--- config.mk ---
export PLATFORM = sky130hd
export DESIGN_NAME = link_b_lanes_and_overrange_cfg
export DESIGN_NICKNAME = d
export VERILOG_FILES = /design/src/pkg/ovr_pkg.sv /design/src/logic/link_b_lanes_and_overrange_cfg.sv /design/src/logic/overrange_stretch.sv
export VERILOG_INCLUDE_DIRS = /design/src /design/src/pkg
export SDC_FILE = /design/constraint.sdc
export NUM_CORES = 1
export LEC_CHECK = 0
export BUFFER_PORTS_ARGS = -buffer_cell sky130_fd_sc_hd__buf_2
export CAP_MARGIN = 40
export CORE_MARGIN = 4
export CORE_UTILIZATION = 56
export CTS_BUF_LIST = sky130_fd_sc_hd__clkbuf_4 sky130_fd_sc_hd__clkbuf_8 sky130_fd_sc_hd__clkbuf_16
export CTS_CLUSTER_SIZE = 28
export DETAILED_ROUTE_END_ITERATION = 7
export PLACE_DENSITY_LB_ADDON = 0.12
export SLEW_MARGIN = 40
export SYNTH_ARGS = -nofsm -noshare
export SYNTH_HDL_FRONTEND = slang
export SYNTH_SLANG_ARGS = --single-unit
--- constraint.sdc ---
create_clock -name sys_clk -period 2.6 [get_ports sys_clk]
set_input_delay 0.39 -clock sys_clk [delete_from_list [all_inputs] [get_ports sys_clk]]
set_output_delay 0.39 -clock sys_clk [all_outputs]
set_load 0.02 [all_outputs]
--- src/pkg/ovr_defines.svh ---
/*
  Register indices, field positions, reset values and timing counts for the
  extra-lane and over-range register bank. Assumes inclusion by bare name.
*/
`ifndef OVR_DEFINES_SVH
`define OVR_DEFINES_SVH

// register indices; byte address is four times the index
`define IDX_EXTRA_LANE   10'h20b
`define IDX_SYNC_WORD    10'h20f
`define IDX_LEVEL_ZERO   10'h211
`define IDX_LEVEL_ONE    10'h212
`define IDX_OVERRANGE_OUTPUT_CONFIG      10'h213
`define IDX_IRQ_STATUS   10'h220
`define IDX_IRQ_MASK     10'h221
`define IDX_OVR_STATE    10'h222

// reset values
`define RST_EXTRA_LANE   8'h00
`define RST_SYNC_WORD    8'h00
`define RST_LEVEL_ZERO   8'hf2
`define RST_LEVEL_ONE    8'hab
`define RST_OVERRANGE_OUTPUT_CONFIG      8'h07

// field positions
`define EXTRA_SER_BIT    0
`define OVERRANGE_PIN_ENABLE_BIT       3
`define STRETCH_HI       2
`define STRETCH_LO       0
`define SYNC_HI          1
`define SYNC_LO          0

// field codes
`define SYNC_CODE_FEC    2'h2
`define TP_CODE_ZERO     4'h0
`define TP_CODE_FIVE     4'h5
`define TP_CODE_RAMP     4'h4

// pulse stretch: least length is base cycles shifted by the field
`define STRETCH_BASE     11'h008
`define STRETCH_W        11

`endif

--- src/pkg/ovr_pkg.sv ---
/*
  Types shared by the register bank and its testbench.
  Assumes a single sys_clk domain.
*/
package ovr_pkg;

  typedef struct packed {
    logic        read;
    logic        write;
    logic [11:0] address;
    logic [31:0] writedata;
  } avs_req_t;

  typedef enum logic {BUS_IDLE, BUS_ACK} bus_state_t;

  typedef logic [7:0][3:0] lane_pattern_t;

endpackage

--- src/logic/link_b_lanes_and_overrange_cfg.sv ---
/*
  Second-link extra-lane enables, sync word select and over-range detection
  with pin gating, behind an Avalon-MM slave with waitrequest.
  Assumes all inputs come from logic on sys_clk (the device clock).
*/
// The Avalon-MM register port was decided locally.
`include "ovr_defines.svh"

module link_b_lanes_and_overrange_cfg (
  input  wire logic                   sys_clk,
  input  wire logic                   nrst,
  input  wire logic                   clk_en,
  input  wire ovr_pkg::avs_req_t      avs_req,
  output logic [31:0]                 avs_readdata,
  output logic                        avs_waitrequest,
  input  wire logic                   link_enable,
  input  wire logic [7:0]             mode_lane_mask,
  input  wire logic                   mode_is_64b66b,
  input  wire logic [3:0]             link_test_pattern_select,
  input  wire logic [1:0]             channel_power_down,
  input  wire logic [7:0]             chan_a_sample,
  input  wire logic [7:0]             chan_b_sample,
  output logic [7:0]                  lane_clk_en,
  output logic [7:0]                  lane_ser_en,
  output ovr_pkg::lane_pattern_t      lane_pattern,
  output logic                        sync_word_fec,
  output logic [6:0]                  link_cmd_field,
  output logic [3:0]                  ovr_stream,
  output logic                        chan_a_overrange_out_zero,
  output logic                        chan_a_overrange_out_one,
  output logic                        chan_b_overrange_out_zero,
  output logic                        chan_b_overrange_out_one,
  output logic                        irq
);
  import ovr_pkg::*;

  bus_state_t    state_reg;
  bus_state_t    state_next;
  logic          wait_reg;
  logic          wait_next;
  logic [31:0]   rdata_reg;
  logic [31:0]   rdata_next;
  logic          wr_fire;
  logic [9:0]    idx;
  logic [7:0]    read_mux;
  logic [7:0]    extra_lane_reg;
  logic [7:0]    extra_lane_next;
  logic [7:0]    sync_word_content_reg;
  logic [7:0]    sync_word_content_next;
  logic [7:0]    level_zero_reg;
  logic [7:0]    level_zero_next;
  logic [7:0]    level_one_reg;
  logic [7:0]    level_one_next;
  logic [7:0]    overrange_output_config_reg;
  logic [7:0]    overrange_output_config_next;
  logic [4:0]    status_reg;
  logic [4:0]    status_next;
  logic [4:0]    mask_reg;
  logic [4:0]    mask_next;
  logic [4:0]    events;
  logic [3:0]    flag_prev_reg;
  logic          irq_reg;
  logic          irq_next;
  logic [7:0]    clk_en_reg;
  logic [7:0]    clk_en_next;
  logic [7:0]    ser_en_reg;
  logic [7:0]    ser_en_next;
  lane_pattern_t pattern_reg;
  lane_pattern_t pattern_next;
  logic          fec_reg;
  logic          fec_next;
  logic [3:0]    pins_reg;
  logic [3:0]    pins_next;
  logic [3:0]    hits;
  logic [3:0]    flags;
  logic [8:0]    level_a;
  logic [8:0]    level_b;
  logic [7:0]    extra_mask;
  logic          powered;
  logic          overrange_pin_enable;
  logic [2:0]    overrange_pulse_stretch;

  assign idx                     = avs_req.address[11:2];
  assign overrange_pin_enable    = overrange_output_config_reg[`OVERRANGE_PIN_ENABLE_BIT];
  assign overrange_pulse_stretch = overrange_output_config_reg[`STRETCH_HI:`STRETCH_LO];

  ////////////////////////////////////////////////////////////////////////////
  // bus slave: waitrequest low for one cycle per request
  always_comb
  begin
    case (idx)
      `IDX_EXTRA_LANE: read_mux = extra_lane_reg;
      `IDX_SYNC_WORD:  read_mux = sync_word_content_reg;
      `IDX_LEVEL_ZERO: read_mux = level_zero_reg;
      `IDX_LEVEL_ONE:  read_mux = level_one_reg;
      `IDX_OVERRANGE_OUTPUT_CONFIG:    read_mux = overrange_output_config_reg;
      `IDX_IRQ_STATUS: read_mux = {3'h0, status_reg};
      `IDX_IRQ_MASK:   read_mux = {3'h0, mask_reg};
      `IDX_OVR_STATE:  read_mux = {4'h0, flags};
      default:         read_mux = 8'h00;
    endcase
  end

  always_comb
  begin
    state_next = state_reg;
    rdata_next = rdata_reg;
    wr_fire    = 1'b0;
    case (state_reg)
      BUS_IDLE:
      begin
        if (avs_req.read || avs_req.write)
        begin
          state_next = BUS_ACK;
          rdata_next = avs_req.read ? {24'h0, read_mux} : 32'h0;
        end
      end
      BUS_ACK:
      begin
        state_next = BUS_IDLE;
        wr_fire    = avs_req.write;
      end
      default: state_next = BUS_IDLE;
    endcase
    wait_next = (state_next != BUS_ACK);
  end

  always_ff @(posedge sys_clk or negedge nrst)
  begin
    if (!nrst)
    begin
      state_reg <= BUS_IDLE;
      wait_reg  <= 1'b1;
      rdata_reg <= 32'h0;
    end
    else if (clk_en)
    begin
      state_reg <= state_next;
      wait_reg  <= wait_next;
      rdata_reg <= rdata_next;
    end
  end

  assign avs_waitrequest = wait_reg;
  assign avs_readdata    = rdata_reg;

  ////////////////////////////////////////////////////////////////////////////
  // register file and interrupt status
  always_comb
  begin
    extra_lane_next        = extra_lane_reg;
    sync_word_content_next = sync_word_content_reg;
    level_zero_next        = level_zero_reg;
    level_one_next         = level_one_reg;
    overrange_output_config_next           = overrange_output_config_reg;
    mask_next              = mask_reg;
    events[3:0]            = flags & ~flag_prev_reg;
    events[4]              = 1'b0;
    status_next            = status_reg;
    if (wr_fire)
    begin
      case (idx)
        `IDX_EXTRA_LANE:
        begin
          extra_lane_next = avs_req.writedata[7:0];
          events[4]       = link_enable;
        end
        `IDX_SYNC_WORD:
        begin
          sync_word_content_next = avs_req.writedata[7:0];
          events[4]              = link_enable;
        end
        `IDX_LEVEL_ZERO: level_zero_next = avs_req.writedata[7:0];
        `IDX_LEVEL_ONE:  level_one_next = avs_req.writedata[7:0];
        `IDX_OVERRANGE_OUTPUT_CONFIG:    overrange_output_config_next = avs_req.writedata[7:0];
        `IDX_IRQ_STATUS: status_next = status_reg & ~avs_req.writedata[4:0];
        `IDX_IRQ_MASK:   mask_next = avs_req.writedata[4:0];
        default:         mask_next = mask_reg;
      endcase
    end
    status_next = status_next | events;
    irq_next    = |(status_next & mask_next);
  end

  always_ff @(posedge sys_clk or negedge nrst)
  begin
    if (!nrst)
    begin
      extra_lane_reg        <= `RST_EXTRA_LANE;
      sync_word_content_reg <= `RST_SYNC_WORD;
      level_zero_reg        <= `RST_LEVEL_ZERO;
      level_one_reg         <= `RST_LEVEL_ONE;
      overrange_output_config_reg           <= `RST_OVERRANGE_OUTPUT_CONFIG;
      status_reg            <= 5'h00;
      mask_reg              <= 5'h00;
      flag_prev_reg         <= 4'h0;
      irq_reg               <= 1'b0;
    end
    else if (clk_en)
    begin
      extra_lane_reg        <= extra_lane_next;
      sync_word_content_reg <= sync_word_content_next;
      level_zero_reg        <= level_zero_next;
      level_one_reg         <= level_one_next;
      overrange_output_config_reg           <= overrange_output_config_next;
      status_reg            <= status_next;
      mask_reg              <= mask_next;
      flag_prev_reg         <= flags;
      irq_reg               <= irq_next;
    end
  end

  assign irq = irq_reg;

  ////////////////////////////////////////////////////////////////////////////
  // lane enables, serializer chain, lane patterns, sync word
  always_comb
  begin
    extra_mask   = {extra_lane_reg[7:1], 1'b0};
    powered      = ~&channel_power_down;
    ser_en_next  = 8'h00;
    pattern_next = '0;
    for (int n = 0; n < 8; n++)
    begin
      clk_en_next[n] = (mode_lane_mask[n] | extra_mask[n]) & powered;
      pattern_next[n] = link_test_pattern_select;
      if (extra_mask[n] && !mode_lane_mask[n] &&
          (link_test_pattern_select == `TP_CODE_ZERO ||
           link_test_pattern_select == `TP_CODE_FIVE))
      begin
        pattern_next[n] = `TP_CODE_RAMP;
      end
    end
    for (int n = 0; n < 8; n++)
    begin
      ser_en_next[n] = clk_en_next[n] &
                       (mode_lane_mask[n] | extra_lane_reg[`EXTRA_SER_BIT]);
      if (n > 0)
      begin
        ser_en_next[n] = ser_en_next[n] & (&(clk_en_next | ~(8'hff >> (8 - n))));
      end
    end
    fec_next = mode_is_64b66b &&
               sync_word_content_reg[`SYNC_HI:`SYNC_LO] == `SYNC_CODE_FEC;
  end

  always_ff @(posedge sys_clk or negedge nrst)
  begin
    if (!nrst)
    begin
      clk_en_reg  <= 8'h00;
      ser_en_reg  <= 8'h00;
      pattern_reg <= '0;
      fec_reg     <= 1'b0;
    end
    else if (clk_en)
    begin
      clk_en_reg  <= clk_en_next;
      ser_en_reg  <= ser_en_next;
      pattern_reg <= pattern_next;
      fec_reg     <= fec_next;
    end
  end

  assign lane_clk_en    = clk_en_reg;
  assign lane_ser_en    = ser_en_reg;
  assign lane_pattern   = pattern_reg;
  assign sync_word_fec  = fec_reg;
  assign link_cmd_field = 7'h00;

  ////////////////////////////////////////////////////////////////////////////
  // over-range detection and pin gating
  always_comb
  begin
    // magnitude on a 256 full scale, so level/256 is the dBFS ratio
    level_a = {1'b0, chan_a_sample[6:0] ^ {7{chan_a_sample[7]}}, 1'b1};
    level_b = {1'b0, chan_b_sample[6:0] ^ {7{chan_b_sample[7]}}, 1'b1};
    hits[0] = level_a >= {1'b0, level_zero_reg};
    hits[1] = level_a >= {1'b0, level_one_reg};
    hits[2] = level_b >= {1'b0, level_zero_reg};
    hits[3] = level_b >= {1'b0, level_one_reg};
    pins_next = overrange_pin_enable ? flags : 4'h0;
  end

  for (genvar g = 0; g < 4; g++)
  begin : g_stretch
    overrange_stretch u_stretch (
      .sys_clk     (sys_clk),
      .nrst        (nrst),
      .clk_en      (clk_en),
      .hit         (hits[g]),
      .stretch_sel (overrange_pulse_stretch),
      .flag        (flags[g])
    );
  end

  always_ff @(posedge sys_clk or negedge nrst)
  begin
    if (!nrst)
    begin
      pins_reg <= 4'h0;
    end
    else if (clk_en)
    begin
      pins_reg <= pins_next;
    end
  end

  assign ovr_stream                = flags;
  assign chan_a_overrange_out_zero = pins_reg[0];
  assign chan_a_overrange_out_one  = pins_reg[1];
  assign chan_b_overrange_out_zero = pins_reg[2];
  assign chan_b_overrange_out_one  = pins_reg[3];
endmodule

--- src/logic/overrange_stretch.sv ---
/*
  One over-range flag with pulse stretching.
  Assumes hit comes from logic on sys_clk; clk_en freezes the cell.
*/
`include "ovr_defines.svh"

module overrange_stretch (
  input  wire logic       sys_clk,
  input  wire logic       nrst,
  input  wire logic       clk_en,
  input  wire logic       hit,
  input  wire logic [2:0] stretch_sel,
  output logic            flag
);

  logic [`STRETCH_W-1:0] cnt_reg;
  logic [`STRETCH_W-1:0] cnt_next;
  logic                  flag_reg;
  logic                  flag_next;
  logic [`STRETCH_W-1:0] len;

  assign flag = flag_reg;

  ////////////////////////////////////////////////////////////////////////////
  // hold for 8 << field cycles after last hit
  always_comb
  begin
    len       = `STRETCH_BASE << stretch_sel;
    cnt_next  = cnt_reg;
    flag_next = flag_reg;
    if (hit)
    begin
      cnt_next  = len - `STRETCH_W'(1);
      flag_next = 1'b1;
    end
    else if (cnt_reg != '0)
    begin
      cnt_next  = cnt_reg - `STRETCH_W'(1);
      flag_next = 1'b1;
    end
    else
    begin
      flag_next = 1'b0;
    end
  end

  always_ff @(posedge sys_clk or negedge nrst)
  begin
    if (!nrst)
    begin
      cnt_reg  <= '0;
      flag_reg <= 1'b0;
    end
    else if (clk_en)
    begin
      cnt_reg  <= cnt_next;
      flag_reg <= flag_next;
    end
  end

endmodule

After elaboration in Yosys (flattened, before gate mapping)
Index checks and enable logic that the tools add are counted.

cells by class
  add/subtract/negate cells = 5
  $lt $le $gt $ge = 4
  eq/ne operators = 10
  shift operators = 1
  multiplexer cells = 35
  bitwise logic cells = 48
  reduce and logical (&&, ||, !) cells = 53

operator list
  kind                     count
  $mux W11                 8
  $eq A10 B10 Y1 const B   8
  $pmux W8 S8              1
  $sub A11 B1 Y11 const B  5
  $reduce_bool A11 Y1      4
  $ge A8 B8 Y1             4
  $mux W4                  8
  $and A1 B1 Y1            23
  $reduce_and A3 Y1        7
  $mux W5                  4
  $logic_and A1 B1 Y1      15
  $or A1 B1 Y1             15
  $xor A7 B7 Y7            2
  $mux W1                  12
  $reduce_and A2 Y1        6
  $shl A4 B3 Y11 const A   1
  $and A5 B5 Y5            2
  $logic_not A1 Y1         8
  $mux W8                  1
  $reduce_bool A2 Y1       4
  $reduce_and A7 Y1        1
  $reduce_and A6 Y1        1
  $not A5 Y5               1
  $or A5 B5 Y5             1
  12 further kinds         14

storage, ports and cells
  register bits = 190
  bits of input ports = 81
  logic and storage cells = 188

Logic depth before layout (Yosys ltp)
  depth after elaboration = 7
  mapped depth = 10

By module
Synthesis repeated with hierarchy kept, for this count alone.

second synthesis, totals
  cells, all modules = 1015
  area, all modules = 9917.0 µm²

modules (own cells, without submodules)
  module                          times used  cells each  area an instance (µm²)  seq. area each (µm²)
  link_b_lanes_and_overrange_cfg  1           595         6278.5                  2970.3
  overrange_stretch               4           105         909.6                   300.3

Least setup slack after synthesis
No wires, ideal clock.

  path type = in2reg
  from = input chan_a_sample[7]
  to = register g_stretch[0].u_stretch.cnt_reg[6]
  arrival time = 2.532 ns
  required time = 2.513 ns
  path slack = -0.020 ns
  stages on the path = 8
  buffers on the path = 1
  path through = clkbuf_1 xor2_1 ha_1 a21o_1 o311ai_4 nand2_1 or4_2 o211ai_1

on the way
  longest elaborated chain between the ends = 4

RTL lines
  item                          RTL line                               text
  start, declared               link_b_lanes_and_overrange_cfg.sv:21   input wire logic [7:0] chan_a_sample,
  $xor A7 B7 Y7 (*)             link_b_lanes_and_overrange_cfg.sv:276  level_a = {1'b0, chan_a_sample[6:0] ^ {7{chan_a_sample[7]}}, 1'b1};
  $ge A8 B8 Y1 (*)              link_b_lanes_and_overrange_cfg.sv:278  hits[0] = level_a >= {1'b0, level_zero_reg};
  $reduce_bool A2 Y1 (no line)  -
  $reduce_and A2 Y1 (no line)   -
  end signal, assigned          overrange_stretch.sv:56                cnt_reg <= cnt_next;
  end, declared                 overrange_stretch.sv:16                logic [`STRETCH_W-1:0] cnt_reg;

Every way passes the cells marked *; elsewhere a longest branch is shown, timed or not.
A chain may end at the register's enable or synchronous reset.

Worst setup path after layout
  from = register level_zero_reg[5]
  to = register g_stretch[0].u_stretch.flag_reg

on the way
  longest elaborated chain between the ends = 2

RTL lines
  item                    RTL line                               text
  start, declared         link_b_lanes_and_overrange_cfg.sv:50   logic [7:0] level_zero_reg;
  start signal, assigned  link_b_lanes_and_overrange_cfg.sv:191  level_zero_reg <= `RST_LEVEL_ZERO;
  start signal, assigned  link_b_lanes_and_overrange_cfg.sv:203  level_zero_reg <= level_zero_next;
  $ge A8 B8 Y1            link_b_lanes_and_overrange_cfg.sv:278
  $mux W1                 overrange_stretch.sv:31                if (hit)
  end signal, assigned    overrange_stretch.sv:57                flag_reg <= flag_next;
  end, declared           overrange_stretch.sv:18                logic flag_reg;

Every way passes these cells.

==> impl_metrics.ini <==
[logic_synthesis]
yosysWarnings = 0
postSynthCellCount = 926
ys.flop_type = dfrtp_1
synth-edff-count = 0
synth_top_area_frac = 0.413
synth_area_leaders = dfrtp_1 (41%), mux2_2 (7.0%), ha_1 (4.9%), o21ai_0 (4.0%), dfstp_2 (4.0%)
synthesis.area_mm2 = 0.00921
yosys.area.top_type = dfrtp_1
async_reset_ff_frac = 1.00
synth_cell_type_count = 84
yosysSeqAreaShare = 0.453
synth.avg_cell_area_um2 = 9.95
synth-seq-cells = 166

[sta]
setup_slack_ns = 0.150
period_share = 0.942
final-max-slew-violation-count = 0
period_needed_ns = 2.45
hold_viol_final = 0
rsz0062_at_grt = no
fin_hold_ws_ns = 0.223
max_slew_margin = 0.452
final.setup.tns_ns = 0
fmaxAchievable_mhz = 408
fin_skew_ns = 0.00938
worst_pin_slew_ns = 0.816
setup_violations = 0

[clocking]
cts_resized = 0
h-tree-depth = 4
holdBufCountCts = 1
cts_tree = done
clkSinkCount = 166
cts_buffer_depth = 2
clkTransAtPathRegs_ns = 0.07
clk_latency_ns = 0.43
post_cts_buffers = 0
root_buffer = clkbuf_16
cts_inserted_buffers = 17

[layout]
final_nets = 1186
final_cell_mix = dfrtp_1 (152), buf_2 (120), o21ai_0 (74)
largest_reg_flops = 44
n_fill_cell = 1337
multi_input_area_mm2 = 0.00450
layout_commonest_cell = dfrtp_1
fin_cells = 1299
regArea_mm2 = 0.00417
final_core_util = 0.670
area_delta_synth_final_pct = 16.4
drive_gt1_frac = 0.264

[grt]
grtUsageTotal = 0.255
grt_pass1_wl_um = 37300
grt_start_max_net_pins = 70
antenna_found_initial = 1
grt_pass1_vias = 7155
overflow = 0

[floorplanning]
core_region_area_mm2 = 0.0160
die_x_um = 136
io_pins = 179
rows = 46
start_util = 0.576
die-area_mm2 = 0.0186
fp.dieH_um = 136

[detailed_routing]
routed_wl_um = 22700
vias = 7440
drtAntennaViolNets = 0
routedWlPerCell_um = 17.5
detail_route.drc_violations = 0
drt-initial-drc-count = 455
drt-pass1-iter-count = 5
vias_per_cell = 5.73

[setup_path]
worst_ep_required_time_ns = 2.89
path_max_fanout = 11
worst-setup-path-type = reg -> reg
cp-end-kind = register
worstPathArrival_ns = 2.74
start_kind = register

[run_status]
status = complete, no violations

[placed_design]
hpwl_um = 16700
place_inst = 1264
io_buffers = 121
place.gp.congestion = 0.919
place_worst_setup_slack_ns = -0.0269

[min_path]
worstHoldPathType = in -> reg

[pwr]
vdd_ir_drop_max_mv = 0.481
p_leak_nw = 5.01
power_per_cell_area_mw_per_mm2 = 608

[run]
maxCapViolCount = 0
-- through the flow --
stage / total power [W] / instance area (um2)
2_1_floorplan: 0.00363 / 9330
3_3_place_gp: 0.00398 / 10100
3_5_place_dp: 0.00401 / 10100
4_1_cts: 0.00656 / 10700
5_1_grt: 0.00683 / 10700
6_report: 0.00652 / 10700
-- cell usage after synthesis (all sizes together), types with 6 or more instances --
master / count
nor2: 58
clkbuf: 26
or4: 6
o31ai: 7
nor4: 8
a22oi: 12
mux2i: 13
o211ai: 16
mux2: 57
a22o: 14
o2bb2ai: 9
or3: 7
buf: 43
xnor2: 6
a21oi: 45
o21ai: 75
nand3: 26
dfstp: 14
ha: 36
a21boi: 6
nand2: 68
a21o: 8
nand3b: 9
nor3: 19
dfrtp: 152
xor2: 16
inv: 67
nor2b: 10
-- layout make-up --
type                    count  share of cell area
clock buffers              18              0.0409
multi-input cells         653               0.419
inverters                  68              0.0238
diodes                      1            0.000233
flip-flops and latches    166               0.389
clock inverters            14              0.0138
repair buffers            163              0.0878
well taps                 216              0.0252
-- final timing paths --
| check | startpoint | end | slack, ns | cells past startpoint |
|---|---|---|---|---|
| worst min register to register | lane_pattern[0]$_DFFE_PN0P_ | lane_pattern[0]$_DFFE_PN0P_ | 0.48 | 1 |
| worst max-delay path | level_zero_reg[5]$_DFFE_PN1P_ | g_stretch[0].u_stretch.flag$_DFFE_PN0P_ | 0.15 | 8 |
| worst min-delay path | mode_is_64b66b | sync_word_fec$_DFFE_PN0P_ | 0.22 | 3 |
| max in group asynchronous | nrst | level_one_reg[7]$_DFFE_PN1P_ | 1.29 | 3 |
| min in group asynchronous | nrst | lane_pattern[10]$_DFFE_PN0P_ | 0.53 | 2 |
| worst max register to register | level_zero_reg[5]$_DFFE_PN1P_ | g_stretch[0].u_stretch.flag$_DFFE_PN0P_ | 0.15 | 8 |
-- per-layer routing --
metal  global-route usage  vias up  part of all wire
met1                0.375     3615              0.47
met3               0.0440       33             0.053
li1                     -     3584                 -
met4               0.0733        0             0.018
met2                0.389      208              0.45
met5                    0        -                 0
-- logic make-up (layout without fill, tap and decap cells) --
group / Yosys count / in the layout / synth area share
adders and majority gates: 36 / 36 / 0.0489
DFF: 166 / 166 / 0.453
AOI/OAI and AO/OA: 250 / 250 / 0.184
other: 1 / 32 / 0.000407
muxes: 70 / 70 / 0.0838
and+or+nand+nor: 244 / 244 / 0.138
xor gates and xnor gates: 22 / 22 / 0.0209
buffers and inverters: 137 / 263 / 0.0710
-- worst max-delay path: stages (launching register included) --
cell,delay (ns)
dfstp_2,0.54
inv_1,0.08
ha_1,0.33
a21o_1,0.23
o311ai_4,0.28
nand2_1,0.10
buf_4,0.18
o21ai_0,0.40
o21ai_0,0.16
-- where the power goes --
group | total [W] | internal, W | switching (W)
Combinational | 0.00108 | 0.000400 | 0.000679
Clock | 0.00255 | 0.00139 | 0.00116
Sequential | 0.00289 | 0.00275 | 0.000145
Total | 0.00652 | 0.00454 | 0.00198
No activity file was read; power rests on OpenSTA's default activity.
